### src/inc/tpc_consts.svh
/*
   Register offsets, field positions, reset values and colour constants
   of the video test pattern control block.
   Assumes inclusion by bare name from the pattern control module.
*/
`ifndef TPC_CONSTS_SVH
`define TPC_CONSTS_SVH

// byte offsets on the APB bus
`define TPC_OFF_CTRL    8'h64
`define TPC_OFF_RED     8'h68
`define TPC_OFF_GREEN   8'h6C
`define TPC_OFF_BLUE    8'h70
`define TPC_OFF_CFG     8'h74
`define TPC_OFF_STATUS  8'h78
`define TPC_OFF_SPAN    8'h7C

// control register fields
`define TPC_CTRL_EN     0
`define TPC_CTRL_REV    1
`define TPC_CTRL_BARS   2
`define TPC_CTRL_SEL_LO 4
`define TPC_CTRL_SEL_HI 7
`define TPC_CTRL_WMASK  8'hF7
`define TPC_CTRL_RST    8'h10

// configuration register fields
`define TPC_CFG_SCROLL  0
`define TPC_CFG_INV     1
`define TPC_CFG_WMASK   8'h03
`define TPC_CFG_RST     8'h00
`define TPC_CUSTOM_RST  8'h00

// frames shown per pattern while scrolling
`define TPC_SCROLL_FRAMES 60

// pattern colours
`define TPC_BLACK   24'h000000
`define TPC_WHITE   24'hFFFFFF
`define TPC_RED     24'hFF0000
`define TPC_GREEN   24'h00FF00
`define TPC_BLUE    24'h0000FF
`define TPC_YELLOW  24'hFFFF00
`define TPC_CYAN    24'h00FFFF
`define TPC_MAGENTA 24'hFF00FF

`endif

### src/inc/tpc_pkg.sv
/*
   Types of the video test pattern control block.
   Assumes nothing beyond a SystemVerilog compiler.
*/
package tpc_pkg;

   typedef logic [23:0] tpc_pixel_t;

   typedef enum logic [3:0] {
      TPC_CHECKER   = 4'b0000,
      TPC_WHITE_BLK = 4'b0001,
      TPC_BLK_WHITE = 4'b0010,
      TPC_RED_CYAN  = 4'b0011,
      TPC_GRN_MAG   = 4'b0100,
      TPC_BLU_YEL   = 4'b0101,
      TPC_H_WHITE   = 4'b0110,
      TPC_H_RED     = 4'b0111,
      TPC_H_GREEN   = 4'b1000,
      TPC_H_BLUE    = 4'b1001,
      TPC_V_WHITE   = 4'b1010,
      TPC_V_RED     = 4'b1011,
      TPC_V_GREEN   = 4'b1100,
      TPC_V_BLUE    = 4'b1101,
      TPC_CUSTOM    = 4'b1110,
      TPC_PANEL     = 4'b1111
   } tpc_pat_e;

endpackage

### src/design/tpc_band_spread.sv
/*
   Spreads a number of bands evenly over a measured span: each step
   advances a fractional accumulator, the band index counts wraps.
   Assumes restart and step come from logic on the same clock.
*/
`timescale 1ns/10ps
`default_nettype none

module tpc_band_spread #(
   parameter int BANDS  = 256,
   parameter int SPAN_W = 12,
   parameter int IDX_W  = 8
) (
   // clock and reset
   input  wire logic              clk,
   input  wire logic              rst_n,
   // position
   input  wire logic              restart,
   input  wire logic              step,
   input  wire logic [SPAN_W-1:0] span,
   // band of the current position
   output logic      [IDX_W-1:0]  idx
);

   localparam int               SUM_W = SPAN_W + 2;
   localparam logic [SPAN_W:0]  INC   = (SPAN_W+1)'(BANDS);
   localparam logic [IDX_W-1:0] LAST  = IDX_W'(BANDS - 1);
   localparam logic [SUM_W-1:0] TOP   = SUM_W'(BANDS - 1);

   if (BANDS < 2 || BANDS > (1 << IDX_W) || BANDS >= (1 << SPAN_W))
   begin : g_bad
      $error("tpc_band_spread: BANDS does not fit IDX_W or SPAN_W");
   end

   logic [SPAN_W:0]  acc;
   logic [SPAN_W:0]  sum;
   logic [SPAN_W:0]  divisor;
   logic [SPAN_W:0]  whole;
   logic [SPAN_W:0]  frac;
   logic             carry;
   logic [SUM_W-1:0] nextIdx;

   // more bands than positions: one step may cross several bands
   assign divisor = (span == '0) ? (SPAN_W+1)'(1) : {1'b0, span};
   assign whole   = INC / divisor;
   assign frac    = INC % divisor;
   assign sum     = acc + frac;
   assign carry   = (sum >= divisor);
   assign nextIdx = SUM_W'(idx) + SUM_W'(whole) + SUM_W'(carry);

   always_ff @(posedge clk or negedge rst_n) begin
      if (!rst_n) begin
         acc <= '0;
         idx <= '0;
      end else if (restart) begin
         acc <= '0;
         idx <= '0;
      end else if (step) begin
         acc <= carry ? sum - divisor : sum;
         idx <= (nextIdx > TOP) ? LAST : nextIdx[IDX_W-1:0];
      end
   end

endmodule

`default_nettype wire

### src/design/tpc_pattern_ctrl.sv
/*
   Video test pattern control: APB register file, pattern selection,
   auto-scrolling and the pixel substitution in front of the serializer.
   Assumes video timing and data arrive on clk (the pixel clock) from
   logic in the same domain and that the APB master is on clk too.
*/
// Register access over APB was left to the implementer.
// Function
// - generate only while enable set; off after reset
// - select field bits 7:4, reset 0x10
// - select ignored while auto-scrolling
// - scaled bands spread evenly over active region
// - codes 0-2 checker, white/black, black/white
// - codes 3-5 red, green, blue colour pairs
// - codes 6-9 horizontal ramps white, red, green, blue
// - codes 10-13 vertical ramps white, red, green, blue
// - code 14 custom colour from three levels
// - code 15 multi-colour panel band pattern
// - colour bars bit 2 overrides select
// - bit 1 reverses panel band order
`timescale 1ns/10ps
`default_nettype none

`include "tpc_consts.svh"

module tpc_pattern_ctrl
   import tpc_pkg::*;
#(
   parameter int SPAN_W        = 12,
   parameter int SCROLL_FRAMES = `TPC_SCROLL_FRAMES
) (
   // clock and reset
   input  wire logic        clk,
   input  wire logic        rst_n,
   // APB slave
   input  wire logic        psel,
   input  wire logic        penable,
   input  wire logic        pwrite,
   input  wire logic [7:0]  paddr,
   input  wire logic [31:0] pwdata,
   output logic      [31:0] prdata,
   output logic             pready,
   output logic             pslverr,
   // incoming video
   input  wire logic        vidDe,
   input  wire logic        vidHs,
   input  wire logic        vidVs,
   input  wire tpc_pixel_t  vidData,
   // video toward the serializer
   output logic             outDe,
   output logic             outHs,
   output logic             outVs,
   output tpc_pixel_t       outData
);

   if (SPAN_W < 9 || SPAN_W > 16 || SCROLL_FRAMES < 1 ||
       SCROLL_FRAMES > 255) begin : g_bad
      $error("tpc_pattern_ctrl: parameter out of range");
   end

   // registers
   logic [7:0] ctrl_r;
   logic [7:0] cfg_r;
   logic [7:0] customRed_r;
   logic [7:0] customGreen_r;
   logic [7:0] customBlue_r;

   // bus decode
   logic        accessPhase;
   logic        wrDone;
   logic        addrHit;
   logic [31:0] rdValue;

   // timing
   logic              deD_r;
   logic              vsD_r;
   logic              lineEnd;
   logic              frameStart;
   logic [SPAN_W-1:0] activeWidth;
   logic [SPAN_W-1:0] activeHeight;
   logic              xBit_r;
   logic              yBit_r;

   // band indices
   logic [7:0] hLevel;
   logic [7:0] vLevel;
   logic [2:0] hBar;
   logic [1:0] vBand;

   // selection
   logic [7:0] frameCnt_r;
   logic [3:0] scrollCode_r;
   tpc_pat_e   patCode;
   tpc_pixel_t patPixel;
   tpc_pixel_t barPixel;
   tpc_pixel_t panelPixel;
   logic [2:0] rampMask;
   logic [7:0] rampLevel;
   logic       genEn;
   logic       autoScroll;
   logic       invert;

   assign genEn      = ctrl_r[`TPC_CTRL_EN];
   assign autoScroll = cfg_r[`TPC_CFG_SCROLL];
   assign invert     = cfg_r[`TPC_CFG_INV];

   // ---- APB: one wait state, write at the completing edge, read data registered at the edge that raises pready
   assign accessPhase = psel & penable;
   assign wrDone      = accessPhase & pready & pwrite;

   always_comb begin
      addrHit = 1'b1;
      rdValue = 32'h0000_0000;
      if (paddr == `TPC_OFF_CTRL) begin
         rdValue = {24'h000000, ctrl_r};
      end else if (paddr == `TPC_OFF_RED) begin
         rdValue = {24'h000000, customRed_r};
      end else if (paddr == `TPC_OFF_GREEN) begin
         rdValue = {24'h000000, customGreen_r};
      end else if (paddr == `TPC_OFF_BLUE) begin
         rdValue = {24'h000000, customBlue_r};
      end else if (paddr == `TPC_OFF_CFG) begin
         rdValue = {24'h000000, cfg_r};
      end else if (paddr == `TPC_OFF_STATUS) begin
         rdValue = {24'h000000, 4'(patCode), 3'h0, genEn};
      end else if (paddr == `TPC_OFF_SPAN) begin
         rdValue = {(16)'(activeHeight), (16)'(activeWidth)};
      end else begin
         addrHit = 1'b0;
      end
   end

   always_ff @(posedge clk or negedge rst_n) begin
      if (!rst_n) begin
         pready  <= 1'b0;
         prdata  <= 32'h0000_0000;
         pslverr <= 1'b0;
      end else if (accessPhase && !pready) begin
         pready  <= 1'b1;
         prdata  <= pwrite ? 32'h0000_0000 : rdValue;
         pslverr <= ~addrHit;
      end else begin
         pready  <= 1'b0;
         prdata  <= 32'h0000_0000;
         pslverr <= 1'b0;
      end
   end

   // control register, reserved bit 3 stays zero
   always_ff @(posedge clk or negedge rst_n) begin
      if (!rst_n) begin
         ctrl_r <= `TPC_CTRL_RST;
      end else if (wrDone && paddr == `TPC_OFF_CTRL) begin
         ctrl_r <= pwdata[7:0] & `TPC_CTRL_WMASK;
      end
   end

   always_ff @(posedge clk or negedge rst_n) begin
      if (!rst_n) begin
         cfg_r <= `TPC_CFG_RST;
      end else if (wrDone && paddr == `TPC_OFF_CFG) begin
         cfg_r <= pwdata[7:0] & `TPC_CFG_WMASK;
      end
   end

   // custom colour levels
   always_ff @(posedge clk or negedge rst_n) begin
      if (!rst_n) begin
         customRed_r   <= `TPC_CUSTOM_RST;
         customGreen_r <= `TPC_CUSTOM_RST;
         customBlue_r  <= `TPC_CUSTOM_RST;
      end else if (wrDone) begin
         if (paddr == `TPC_OFF_RED) begin
            customRed_r <= pwdata[7:0];
         end
         if (paddr == `TPC_OFF_GREEN) begin
            customGreen_r <= pwdata[7:0];
         end
         if (paddr == `TPC_OFF_BLUE) begin
            customBlue_r <= pwdata[7:0];
         end
      end
   end

   // ---- video timing edges and checker parity
   assign lineEnd    = deD_r & ~vidDe;
   assign frameStart = vidVs & ~vsD_r;

   always_ff @(posedge clk or negedge rst_n) begin
      if (!rst_n) begin
         deD_r <= 1'b0;
         vsD_r <= 1'b0;
      end else begin
         deD_r <= vidDe;
         vsD_r <= vidVs;
      end
   end

   always_ff @(posedge clk or negedge rst_n) begin
      if (!rst_n) begin
         xBit_r <= 1'b0;
         yBit_r <= 1'b0;
      end else begin
         xBit_r <= vidDe ? ~xBit_r : 1'b0;
         if (frameStart) begin
            yBit_r <= 1'b0;
         end else if (lineEnd) begin
            yBit_r <= ~yBit_r;
         end
      end
   end

   tpc_span_meter #(
      .SPAN_W (SPAN_W)
   ) u_meter (
      .clk        (clk),
      .rst_n      (rst_n),
      .de         (vidDe),
      .lineEnd    (lineEnd),
      .frameStart (frameStart),
      .width      (activeWidth),
      .height     (activeHeight)
   );

   // bands spread over the measured active region
   tpc_band_spread #(
      .BANDS (256), .SPAN_W (SPAN_W), .IDX_W (8)
   ) u_hLevel (
      .clk     (clk),
      .rst_n   (rst_n),
      .restart (~vidDe),
      .step    (vidDe),
      .span    (activeWidth),
      .idx     (hLevel)
   );

   tpc_band_spread #(
      .BANDS (256), .SPAN_W (SPAN_W), .IDX_W (8)
   ) u_vLevel (
      .clk     (clk),
      .rst_n   (rst_n),
      .restart (frameStart),
      .step    (lineEnd),
      .span    (activeHeight),
      .idx     (vLevel)
   );

   tpc_band_spread #(
      .BANDS (8), .SPAN_W (SPAN_W), .IDX_W (3)
   ) u_hBar (
      .clk     (clk),
      .rst_n   (rst_n),
      .restart (~vidDe),
      .step    (vidDe),
      .span    (activeWidth),
      .idx     (hBar)
   );

   tpc_band_spread #(
      .BANDS (4), .SPAN_W (SPAN_W), .IDX_W (2)
   ) u_vBand (
      .clk     (clk),
      .rst_n   (rst_n),
      .restart (frameStart),
      .step    (lineEnd),
      .span    (activeHeight),
      .idx     (vBand)
   );

   // ---- auto-scrolling steps through every code
   always_ff @(posedge clk or negedge rst_n) begin
      if (!rst_n) begin
         frameCnt_r   <= 8'h00;
         scrollCode_r <= 4'h0;
      end else if (!autoScroll) begin
         frameCnt_r   <= 8'h00;
         scrollCode_r <= 4'h0;
      end else if (frameStart) begin
         if (frameCnt_r == 8'(SCROLL_FRAMES - 1)) begin
            frameCnt_r   <= 8'h00;
            scrollCode_r <= scrollCode_r + 4'h1;
         end else begin
            frameCnt_r <= frameCnt_r + 8'h01;
         end
      end
   end

   assign patCode = autoScroll ? tpc_pat_e'(scrollCode_r)
                  : tpc_pat_e'(ctrl_r[`TPC_CTRL_SEL_HI:`TPC_CTRL_SEL_LO]);

   // ---- colour bars and panel bands
   always_comb begin
      case (hBar)
         3'd0:    barPixel = `TPC_WHITE;
         3'd1:    barPixel = `TPC_YELLOW;
         3'd2:    barPixel = `TPC_CYAN;
         3'd3:    barPixel = `TPC_GREEN;
         3'd4:    barPixel = `TPC_MAGENTA;
         3'd5:    barPixel = `TPC_RED;
         3'd6:    barPixel = `TPC_BLUE;
         default: barPixel = `TPC_BLACK;
      endcase
   end

   always_comb begin
      case (vBand ^ {2{ctrl_r[`TPC_CTRL_REV]}})
         2'd0:    panelPixel = `TPC_YELLOW;
         2'd1:    panelPixel = `TPC_CYAN;
         2'd2:    panelPixel = `TPC_BLUE;
         default: panelPixel = `TPC_RED;
      endcase
      if (xBit_r ^ yBit_r) begin
         panelPixel = `TPC_BLACK;
      end
   end

   // ---- pattern choice
   always_comb begin
      rampMask  = 3'b000;
      rampLevel = hLevel;
      case (patCode)
         TPC_H_WHITE: rampMask = 3'b111;
         TPC_H_RED:   rampMask = 3'b100;
         TPC_H_GREEN: rampMask = 3'b010;
         TPC_H_BLUE:  rampMask = 3'b001;
         TPC_V_WHITE: begin
            rampMask  = 3'b111;
            rampLevel = vLevel;
         end
         TPC_V_RED: begin
            rampMask  = 3'b100;
            rampLevel = vLevel;
         end
         TPC_V_GREEN: begin
            rampMask  = 3'b010;
            rampLevel = vLevel;
         end
         TPC_V_BLUE: begin
            rampMask  = 3'b001;
            rampLevel = vLevel;
         end
         default: rampMask = 3'b000;
      endcase
   end

   always_comb begin
      case (patCode)
         TPC_CHECKER:   patPixel = (xBit_r ^ yBit_r) ? `TPC_BLACK
                                                     : `TPC_WHITE;
         TPC_WHITE_BLK: patPixel = `TPC_WHITE;
         TPC_BLK_WHITE: patPixel = `TPC_BLACK;
         TPC_RED_CYAN:  patPixel = `TPC_RED;
         TPC_GRN_MAG:   patPixel = `TPC_GREEN;
         TPC_BLU_YEL:   patPixel = `TPC_BLUE;
         TPC_CUSTOM:    patPixel = {customRed_r, customGreen_r,
                                    customBlue_r};
         TPC_PANEL:     patPixel = panelPixel;
         default: begin
            patPixel = {rampMask[2] ? rampLevel : 8'h00,
                        rampMask[1] ? rampLevel : 8'h00,
                        rampMask[0] ? rampLevel : 8'h00};
         end
      endcase
      if (ctrl_r[`TPC_CTRL_BARS]) begin
         patPixel = barPixel;
      end
   end

   // ---- output stage toward the serializer
   always_ff @(posedge clk or negedge rst_n) begin
      if (!rst_n) begin
         outDe   <= 1'b0;
         outHs   <= 1'b0;
         outVs   <= 1'b0;
         outData <= `TPC_BLACK;
      end else begin
         outDe <= vidDe;
         outHs <= vidHs;
         outVs <= vidVs;
         if (genEn && vidDe) begin
            outData <= patPixel ^ {24{invert}};
         end else if (genEn) begin
            outData <= `TPC_BLACK;
         end else begin
            outData <= vidData;
         end
      end
   end

endmodule

`default_nettype wire

### src/design/tpc_span_meter.sv
/*
   Measures the active width and height of the incoming frames.
   Assumes de, lineEnd and frameStart come from the same clock.
*/
`timescale 1ns/10ps
`default_nettype none

module tpc_span_meter #(
   parameter int SPAN_W = 12
) (
   // clock and reset
   input  wire logic              clk,
   input  wire logic              rst_n,
   // video timing
   input  wire logic              de,
   input  wire logic              lineEnd,
   input  wire logic              frameStart,
   // last measured extent
   output logic      [SPAN_W-1:0] width,
   output logic      [SPAN_W-1:0] height
);

   logic [SPAN_W-1:0] pixCnt;
   logic [SPAN_W-1:0] lineCnt;

   // pixels of the running line
   always_ff @(posedge clk or negedge rst_n) begin
      if (!rst_n) begin
         pixCnt <= '0;
         width  <= '0;
      end else if (de) begin
         pixCnt <= pixCnt + 1'b1;
      end else if (lineEnd) begin
         width  <= pixCnt;
         pixCnt <= '0;
      end
   end

   // lines of the running frame
   always_ff @(posedge clk or negedge rst_n) begin
      if (!rst_n) begin
         lineCnt <= '0;
         height  <= '0;
      end else if (frameStart) begin
         height  <= lineCnt;
         lineCnt <= '0;
      end else if (lineEnd) begin
         lineCnt <= lineCnt + 1'b1;
      end
   end

endmodule

`default_nettype wire

### config.mk
export PLATFORM = sky130hd
export DESIGN_NAME = tpc_pattern_ctrl
export DESIGN_NICKNAME = d
export VERILOG_FILES = /design/src/inc/tpc_pkg.sv /design/src/design/tpc_band_spread.sv /design/src/design/tpc_pattern_ctrl.sv /design/src/design/tpc_span_meter.sv
export VERILOG_INCLUDE_DIRS = /design/src /design/src/inc
export SDC_FILE = /design/constraint.sdc
export NUM_CORES = 1
export LEC_CHECK = 0
export BUFFER_PORTS_ARGS = -buffer_cell sky130_fd_sc_hd__buf_2
export CORE_UTILIZATION = 50
export DETAILED_ROUTE_END_ITERATION = 7
export PLACE_DENSITY = 0.71
export SYNTH_ARGS = -nofsm -noshare
export SYNTH_HDL_FRONTEND = slang
export SYNTH_SLANG_ARGS = --single-unit
### constraint.sdc
create_clock -name clk -period 82.3 [get_ports clk]
set_input_delay 8.23 -clock clk [delete_from_list [all_inputs] [get_ports clk]]
set_output_delay 8.23 -clock clk [all_outputs]
set_load 0.03 [all_outputs]
==> flow_metrics.py, run 1 <==
metrics = {
    "die": {
        "coreArea_um2": 64580,
        "dieHeight_um": 257.8,
        "row_count": 93,
        "initial_core_util": 0.5065,
        "die_w_um": 257.8,
        "ios": 133,
        "die_area_um2": 66450,
    },
    "worst_setup_path": {
        "worstSetupPathType": "flop to flop",
        "slowest_delay_ns": 0.79,
        "path_buf_inv": 15,
        "crit_path_max_fanout": 38,
        "cp.depth": 120,
        "r2r_cells": 120,
        "arrival_ns": 31.39,
        "end_kind": "flop",
        "path_delay_family": "compound AO/OA/AOI/OAI gates",
        "critPathRequiredTime_ns": 82.78,
        "critPathLaunchType": "flop",
        "slowest_stage": "o21ai_0",
    },
    "sta": {
        "fmax_mhz": 32.35,
        "post-route-min-period_ns": 30.91,
        "rsz0062_at_grt": "false",
        "relSlewSlack": 0.1309,
        "timing.final.crit_share": 0.3756,
        "setup_violations": 0,
        "setup_tns_ns": 0,
        "hold_violations": 0,
        "fin_skew_ns": 0.01565,
        "tightest_slew_ns": 1.292,
        "final_max_slew_viol_count": 0,
    },
    "status": {
        "outcome": "finished, final reports clean",
    },
    "logic_synthesis": {
        "async_flop_share": 1.000,
        "avgSynthCellArea_um2": 7.829,
        "synth_area_um2": 32710,
        "ys_ff_latch": 221,
        "syn_inst": 4178,
        "ys_seq_area_frac": 0.1691,
        "synth_cell_types": 94,
        "synth_ff_type": "dfrtp_1",
        "synth-warning-count": 0,
        "synth_edf_count": 0,
    },
    "clock_network": {
        "root_buffer": "clkbuf_16",
        "clock_sinks": 221,
        "hold_buffers": 0,
        "path_clk_slew_ns": 0.06,
        "cts_buffer_depth": 3,
        "cts-resized-gates": 0,
        "insertion_delay_ns": 0.59,
        "cts_tree": "built",
        "htree_levels": 1,
        "post_cts_buffers": 0,
        "numCtsBuffers": 29,
    },
    "drt": {
        "drtIter0Drc": 2338,
        "dr.pass1.iters": 6,
        "num_vias": 31422,
        "ant_nets": 0,
        "wl_per_cell_um": 18.33,
        "finalWirelength_um": 93750,
        "drc_errors": 0,
        "viasPerCell": 6.144,
    },
    "global_routing": {
        "grt_use_total": 0.2747,
        "grt_pass1_vias": 29481,
        "grt_max_degree": 103,
        "antenna_found_initial": 1,
        "grt_overflow": 0,
        "grt_pass1_wl_um": 151600,
    },
    "final_layout": {
        "nets": 4756,
        "diodes": 0,
        "drive_gt1_frac": 0.1021,
        "areaGrowthSynthToFinish_pct": 7.639,
    },
    "placed_design": {
        "portBuffers": 100,
        "dp_hpwl_um": 69650,
        "gp_congestion": 0.9738,
    },
    "hold_path": {
        "hold_path.class": "flop to flop",
        "hold_depth": 1,
    },
    "job": {
        "cap_violations": 0,
    },
}
## worst register-to-register path: cells and delay by family (launching register included)
| family | cells | cell delay, ns |
|---|---|---|
| simple gates | 21 | 4.58 |
| xor+xnor | 1 | 0.20 |
| mux | 6 | 2.12 |
| compound gates | 61 | 14.98 |
| fa+ha+maj | 16 | 5.40 |
| buf+inv | 15 | 3.01 |
| flops | 1 | 0.53 |
## cell usage in the layout, fill, tap and decap left out, types with 29 or more instances in the layout
| cell type | instances |
|---|---|
| o22ai_1 | 33 |
| o21a_1 | 94 |
| a21o_1 | 162 |
| mux2_2 | 159 |
| buf_4 | 56 |
| and3_1 | 33 |
| a21oi_1 | 321 |
| or3_1 | 43 |
| nor4_1 | 43 |
| ha_1 | 427 |
| inv_1 | 228 |
| xor2_1 | 119 |
| buf_2 | 99 |
| a211oi_1 | 33 |
| dfrtp_1 | 220 |
| nand2b_1 | 60 |
| o21bai_1 | 35 |
| nand4_1 | 46 |
| nor3_1 | 120 |
| o31ai_1 | 37 |
| nand3_1 | 74 |
| clkbuf_16 | 29 |
| nand2_1 | 344 |
| a31oi_1 | 60 |
| nor2b_1 | 35 |
| nor2_1 | 339 |
| and2_1 | 31 |
| xnor2_1 | 204 |
| o21ai_0 | 289 |
| mux2i_1 | 68 |
## state kept, by name, indices dropped and copies added, names as in the netlist, 8 cells and up
register / count
customBlue_r: 8
customGreen_r: 8
customRed_r: 8
frameCnt_r: 8
outData: 24
prdata: 24
u_hBar.acc: 13
u_hLevel.acc: 13
u_hLevel.idx: 8
u_meter.height: 12
u_meter.lineCnt: 12
u_meter.pixCnt: 12
u_meter.width: 12
u_vBand.acc: 13
u_vLevel.acc: 13
u_vLevel.idx: 8
## path summary, 6_finish.rpt
| kind | endpoint | slack (ns) | start |
|---|---|---|---|
| setup / recovery | u_vLevel.idx[1] | 51.39 | u_meter.height[11] |
| hold / removal | xBit_r | 0.44 | xBit_r |
| setup reg to reg | u_vLevel.idx[1] | 51.39 | u_meter.height[11] |
| hold reg to reg | xBit_r | 0.44 | xBit_r |
| max in group asynchronous | customRed_r[0] | 72.50 | rst_n |
| min in group asynchronous | outHs | 7.71 | rst_n |
## synth_stat cells, drive strengths merged, types with 68 or more instances
cell type | instances | area [um^2]
xnor2 | 204 | 1787
ha | 427 | 5343
a21oi | 321 | 1607
mux2 | 159 | 1790
xor2 | 119 | 1042
a21o | 162 | 1216
nor2 | 340 | 1276
mux2i | 68 | 680.7
nor3 | 122 | 610.6
nand2 | 344 | 1291
inv | 233 | 874.6
nand3 | 74 | 370.4
clkbuf | 115 | 431.7
o21ai | 306 | 1535
o21a | 94 | 705.7
dfrtp | 220 | 5505
## area by class of cell
type | instances | area (um^2)
Fill cell | 6143 | 29370
Multi-Input combinational cell | 3593 | 25820
Sequential cell | 221 | 5532
Tap cell | 855 | 1070
Timing Repair Buffer | 156 | 930.9
Inverter | 236 | 885.9
Clock buffer | 34 | 764.5
Clock inverter | 19 | 210.2
## stage by stage
stage | instance area (um^2) | cells | utilization | setup WS [ns] | hold WS (ns)
global placement | 34230 | 5061 | 0.5301 | 51.98 | 0.4270
global route | 35210 | 5114 | 0.5452 | 48.94 | 0.4706
floorplan | 32770 | 4195 | - | 55.33 | 0.4155
finish | 35210 | 5114 | 0.5452 | 51.39 | 0.4376
CTS | 35210 | 5114 | 0.5452 | 51.69 | 0.4423
detailed placement | 34230 | 5061 | 0.5301 | 51.82 | 0.4333
## logic make-up (layout without fill, tap and decap cells)
logic type	Yosys count	in the layout	share of synthesized area
other cells	1	18	0.0001146
compound gates	1315	1315	0.2612
xor+xnor	323	323	0.08649
simple gates	1262	1262	0.1858
mux	228	228	0.07623
flops	221	221	0.1691
fa+ha+maj	447	447	0.1756
buf+inv	381	445	0.04548
## per-layer routing
| layer | GRT usage | up-vias | wire length (um) |
|---|---|---|---|
| met1 | 0.3841 | 14804 | 43260 |
| met5 | 0 | - | 13 |
| met4 | 0.07512 | 2 | 2445 |
| met2 | 0.4494 | 939 | 42180 |
| li1 | - | 15525 | - |
| met3 | 0.02640 | 152 | 5851 |
Power of run 1 is left out: the tool's default activity adds up to more than one toggle a clock period on the data nets, which glitch-free logic cannot reach.
==> run 2, diff against run 1 <==
Settings changed: ABC_AREA set to 1, PLACE_DENSITY 0.71 to 0.73.
Clock period 82.3 ns to 25.8 ns, I/O delays scaled along.
==> flow_metrics.py, run 2 <==
metrics = {
    "logic_synthesis": {
        "synth_area_um2": 32090,
        "ys_top_cells_by_area": "dfrtp_1 (17%), ha_1 (17%), nand2_1 (12%)",
        "synth_edf_count": 0,
        "synth_top_area_share": 0.1716,
        "avgSynthCellArea_um2": 6.620,
        "async_flop_share": 1.000,
        "syn_inst": 4847,
        "yosysMostFrequentCell": "nand2_1",
        "synth_area_leader_cell": "dfrtp_1",
        "ys_ff_latch": 221,
        "synth_ff_type": "dfrtp_1",
        "synth_common_cells": "nand2_1 (1,064), inv_1 (620), ha_1 (427)",
        "ys_seq_area_frac": 0.1724,
        "synth-warning-count": 0,
        "synth_cell_types": 73,
    },
    "clock_network": {
        "insertion_delay_ns": 0.58,
        "hold_buffers": 0,
        "htree_levels": 1,
        "clock_sinks": 221,
        "numCtsBuffers": 28,
        "root_buffer": "clkbuf_16",
        "path_clk_slew_ns": 0.07,
        "cts_buffer_depth": 3,
        "cts_tree": "built",
    },
    "global_routing": {
        "grt_use_total": 0.2722,
        "grt_max_degree": 92,
        "antenna_found_initial": 0,
        "grt_overflow": 0,
        "grt_pass1_wl_um": 148500,
        "grt_pass1_vias": 29696,
    },
    "worst_setup_path": {
        "arrival_ns": 24.54,
        "end_kind": "flop",
        "cpMostUsedCell": "nand2_1",
        "critPathRequiredTime_ns": 26.27,
        "crit_path_max_fanout": 19,
        "slowest_delay_ns": 0.53,
        "slowest_stage": "fa_1",
        "cp.depth": 148,
        "path_buf_inv": 24,
        "path_delay_family": "simple AND/OR/NAND/NOR gates",
        "r2r-start": "u_meter.width[11]",
        "r2r_setup_slack_ns": 1.73,
        "r2r_cells": 148,
        "critPathLaunchType": "flop",
        "r2r_end": "u_hLevel.idx[0]",
        "worstSetupPathType": "flop to flop",
    },
    "final_layout": {
        "top_regs": "outData (24), prdata (24)",
        "drive_gt1_frac": 0.09107,
        "final_cell_mix": "nand2_1 (1,055), inv_1 (604), ha_1 (427)",
        "nets": 5504,
        "mostFrequentLayoutCell": "nand2_1",
        "diodes": 0,
        "areaGrowthSynthToFinish_pct": 10.06,
        "post-route-util": 0.5588,
        "fin_cells": 5853,
    },
    "drt": {
        "ant_nets": 0,
        "wl_per_cell_um": 15.83,
        "finalWirelength_um": 92650,
        "num_vias": 32503,
        "drc_errors": 0,
        "dr.pass1.iters": 6,
        "viasPerCell": 5.553,
        "drtIter0Drc": 2222,
    },
    "placed_design": {
        "gp_congestion": 0.9294,
        "pre_cts_ws_ns": 0.3483,
        "dp_hpwl_um": 68240,
        "dp_cells": 5750,
        "portBuffers": 100,
    },
    "sta": {
        "fmax_mhz": 41.55,
        "rsz0062_at_grt": "true",
        "final_max_slew_viol_count": 0,
        "fin_skew_ns": 0.02046,
        "timing.final.crit_share": 0.9329,
        "tightest_slew_ns": 0.9638,
        "setup_violations": 0,
        "post-route-min-period_ns": 24.07,
        "hold_violations": 0,
        "relSlewSlack": 0.3525,
        "layout_setup_ws_ns": 1.730,
    },
    "die": {
        "ios": 133,
        "coreArea_um2": 63200,
        "die_w_um": 255.3,
        "row_count": 92,
        "dieHeight_um": 255.3,
        "initial_core_util": 0.5078,
        "die_area_um2": 65190,
    },
    "job": {
        "cap_violations": 0,
    },
    "hold_path": {
        "hp-start": "xBit_r",
        "hold_path.class": "flop to flop",
        "hold_depth": 1,
        "min_to": "xBit_r",
    },
    "status": {
        "outcome": "finished, final reports clean",
    },
}
-- run 2: cell families after synthesis --
kind of cell,count (synthesis),share of synthesized area
mux,5,0.001599
xor+xnor,323,0.08816
flops,221,0.1724
buf+inv,762,0.09346
simple gates,1976,0.2683
fa+ha+maj,447,0.1790
other cells,1,0.0001169
compound gates,1112,0.1970
-- run 2: final cells by class --
class | instances | area, um^2
fill | 6167 | 27880
multi-input combinational | 3885 | 23970
sequential | 221 | 5534
inverter | 647 | 2495
timing repair buffer | 201 | 1284
tap | 846 | 1059
clock buffer | 37 | 805.8
clock inverter | 15 | 167.7
timing repair inverter | 1 | 5.005
-- run 2: what timing repair did --
action	in CTS	in global routing
setup endpoints to repair	0	55
buffers inserted	0	46
resized for setup	0	123
-- run 2: how the worst max path moves through the flow --
stage / end / from / slack, ns
6_report: u_hLevel.idx[0] / u_meter.width[11] / 1.73
2_1_floorplan: u_hLevel.idx[0] / u_meter.width[3] / 2.77
3_5_place_dp: u_hLevel.idx[0] / u_meter.width[11] / 0.35
5_1_grt: u_hLevel.idx[2] / u_meter.width[11] / -0.36
3_3_place_gp: u_hLevel.idx[6] / u_meter.width[11] / 0.77
4_1_cts: u_hLevel.idx[6] / u_meter.width[11] / 0.24
-- run 2: routing by layer --
layer	GRT usage	wire length [um]	up-vias
li1	-	-	16575
met1	0.3589	41500	14926
met2	0.4708	43560	836
met3	0.02500	4785	166
met4	0.07697	2800	0
met5	0	0	-
-- run 2: per-stage QoR --
stage / instance area, um^2 / TNS, ns / hold slack (ns)
after floorplan: 32150 / 0 / 0.4230
after global placement: 33580 / 0 / 0.4375
after detailed placement: 33580 / 0 / 0.4403
after CTS: 34560 / 0 / 0.4480
after global routing: 35320 / -1.892 / 0.4726
final: 35320 / 0 / 0.4459
Power of run 2 is left out for the same reason.
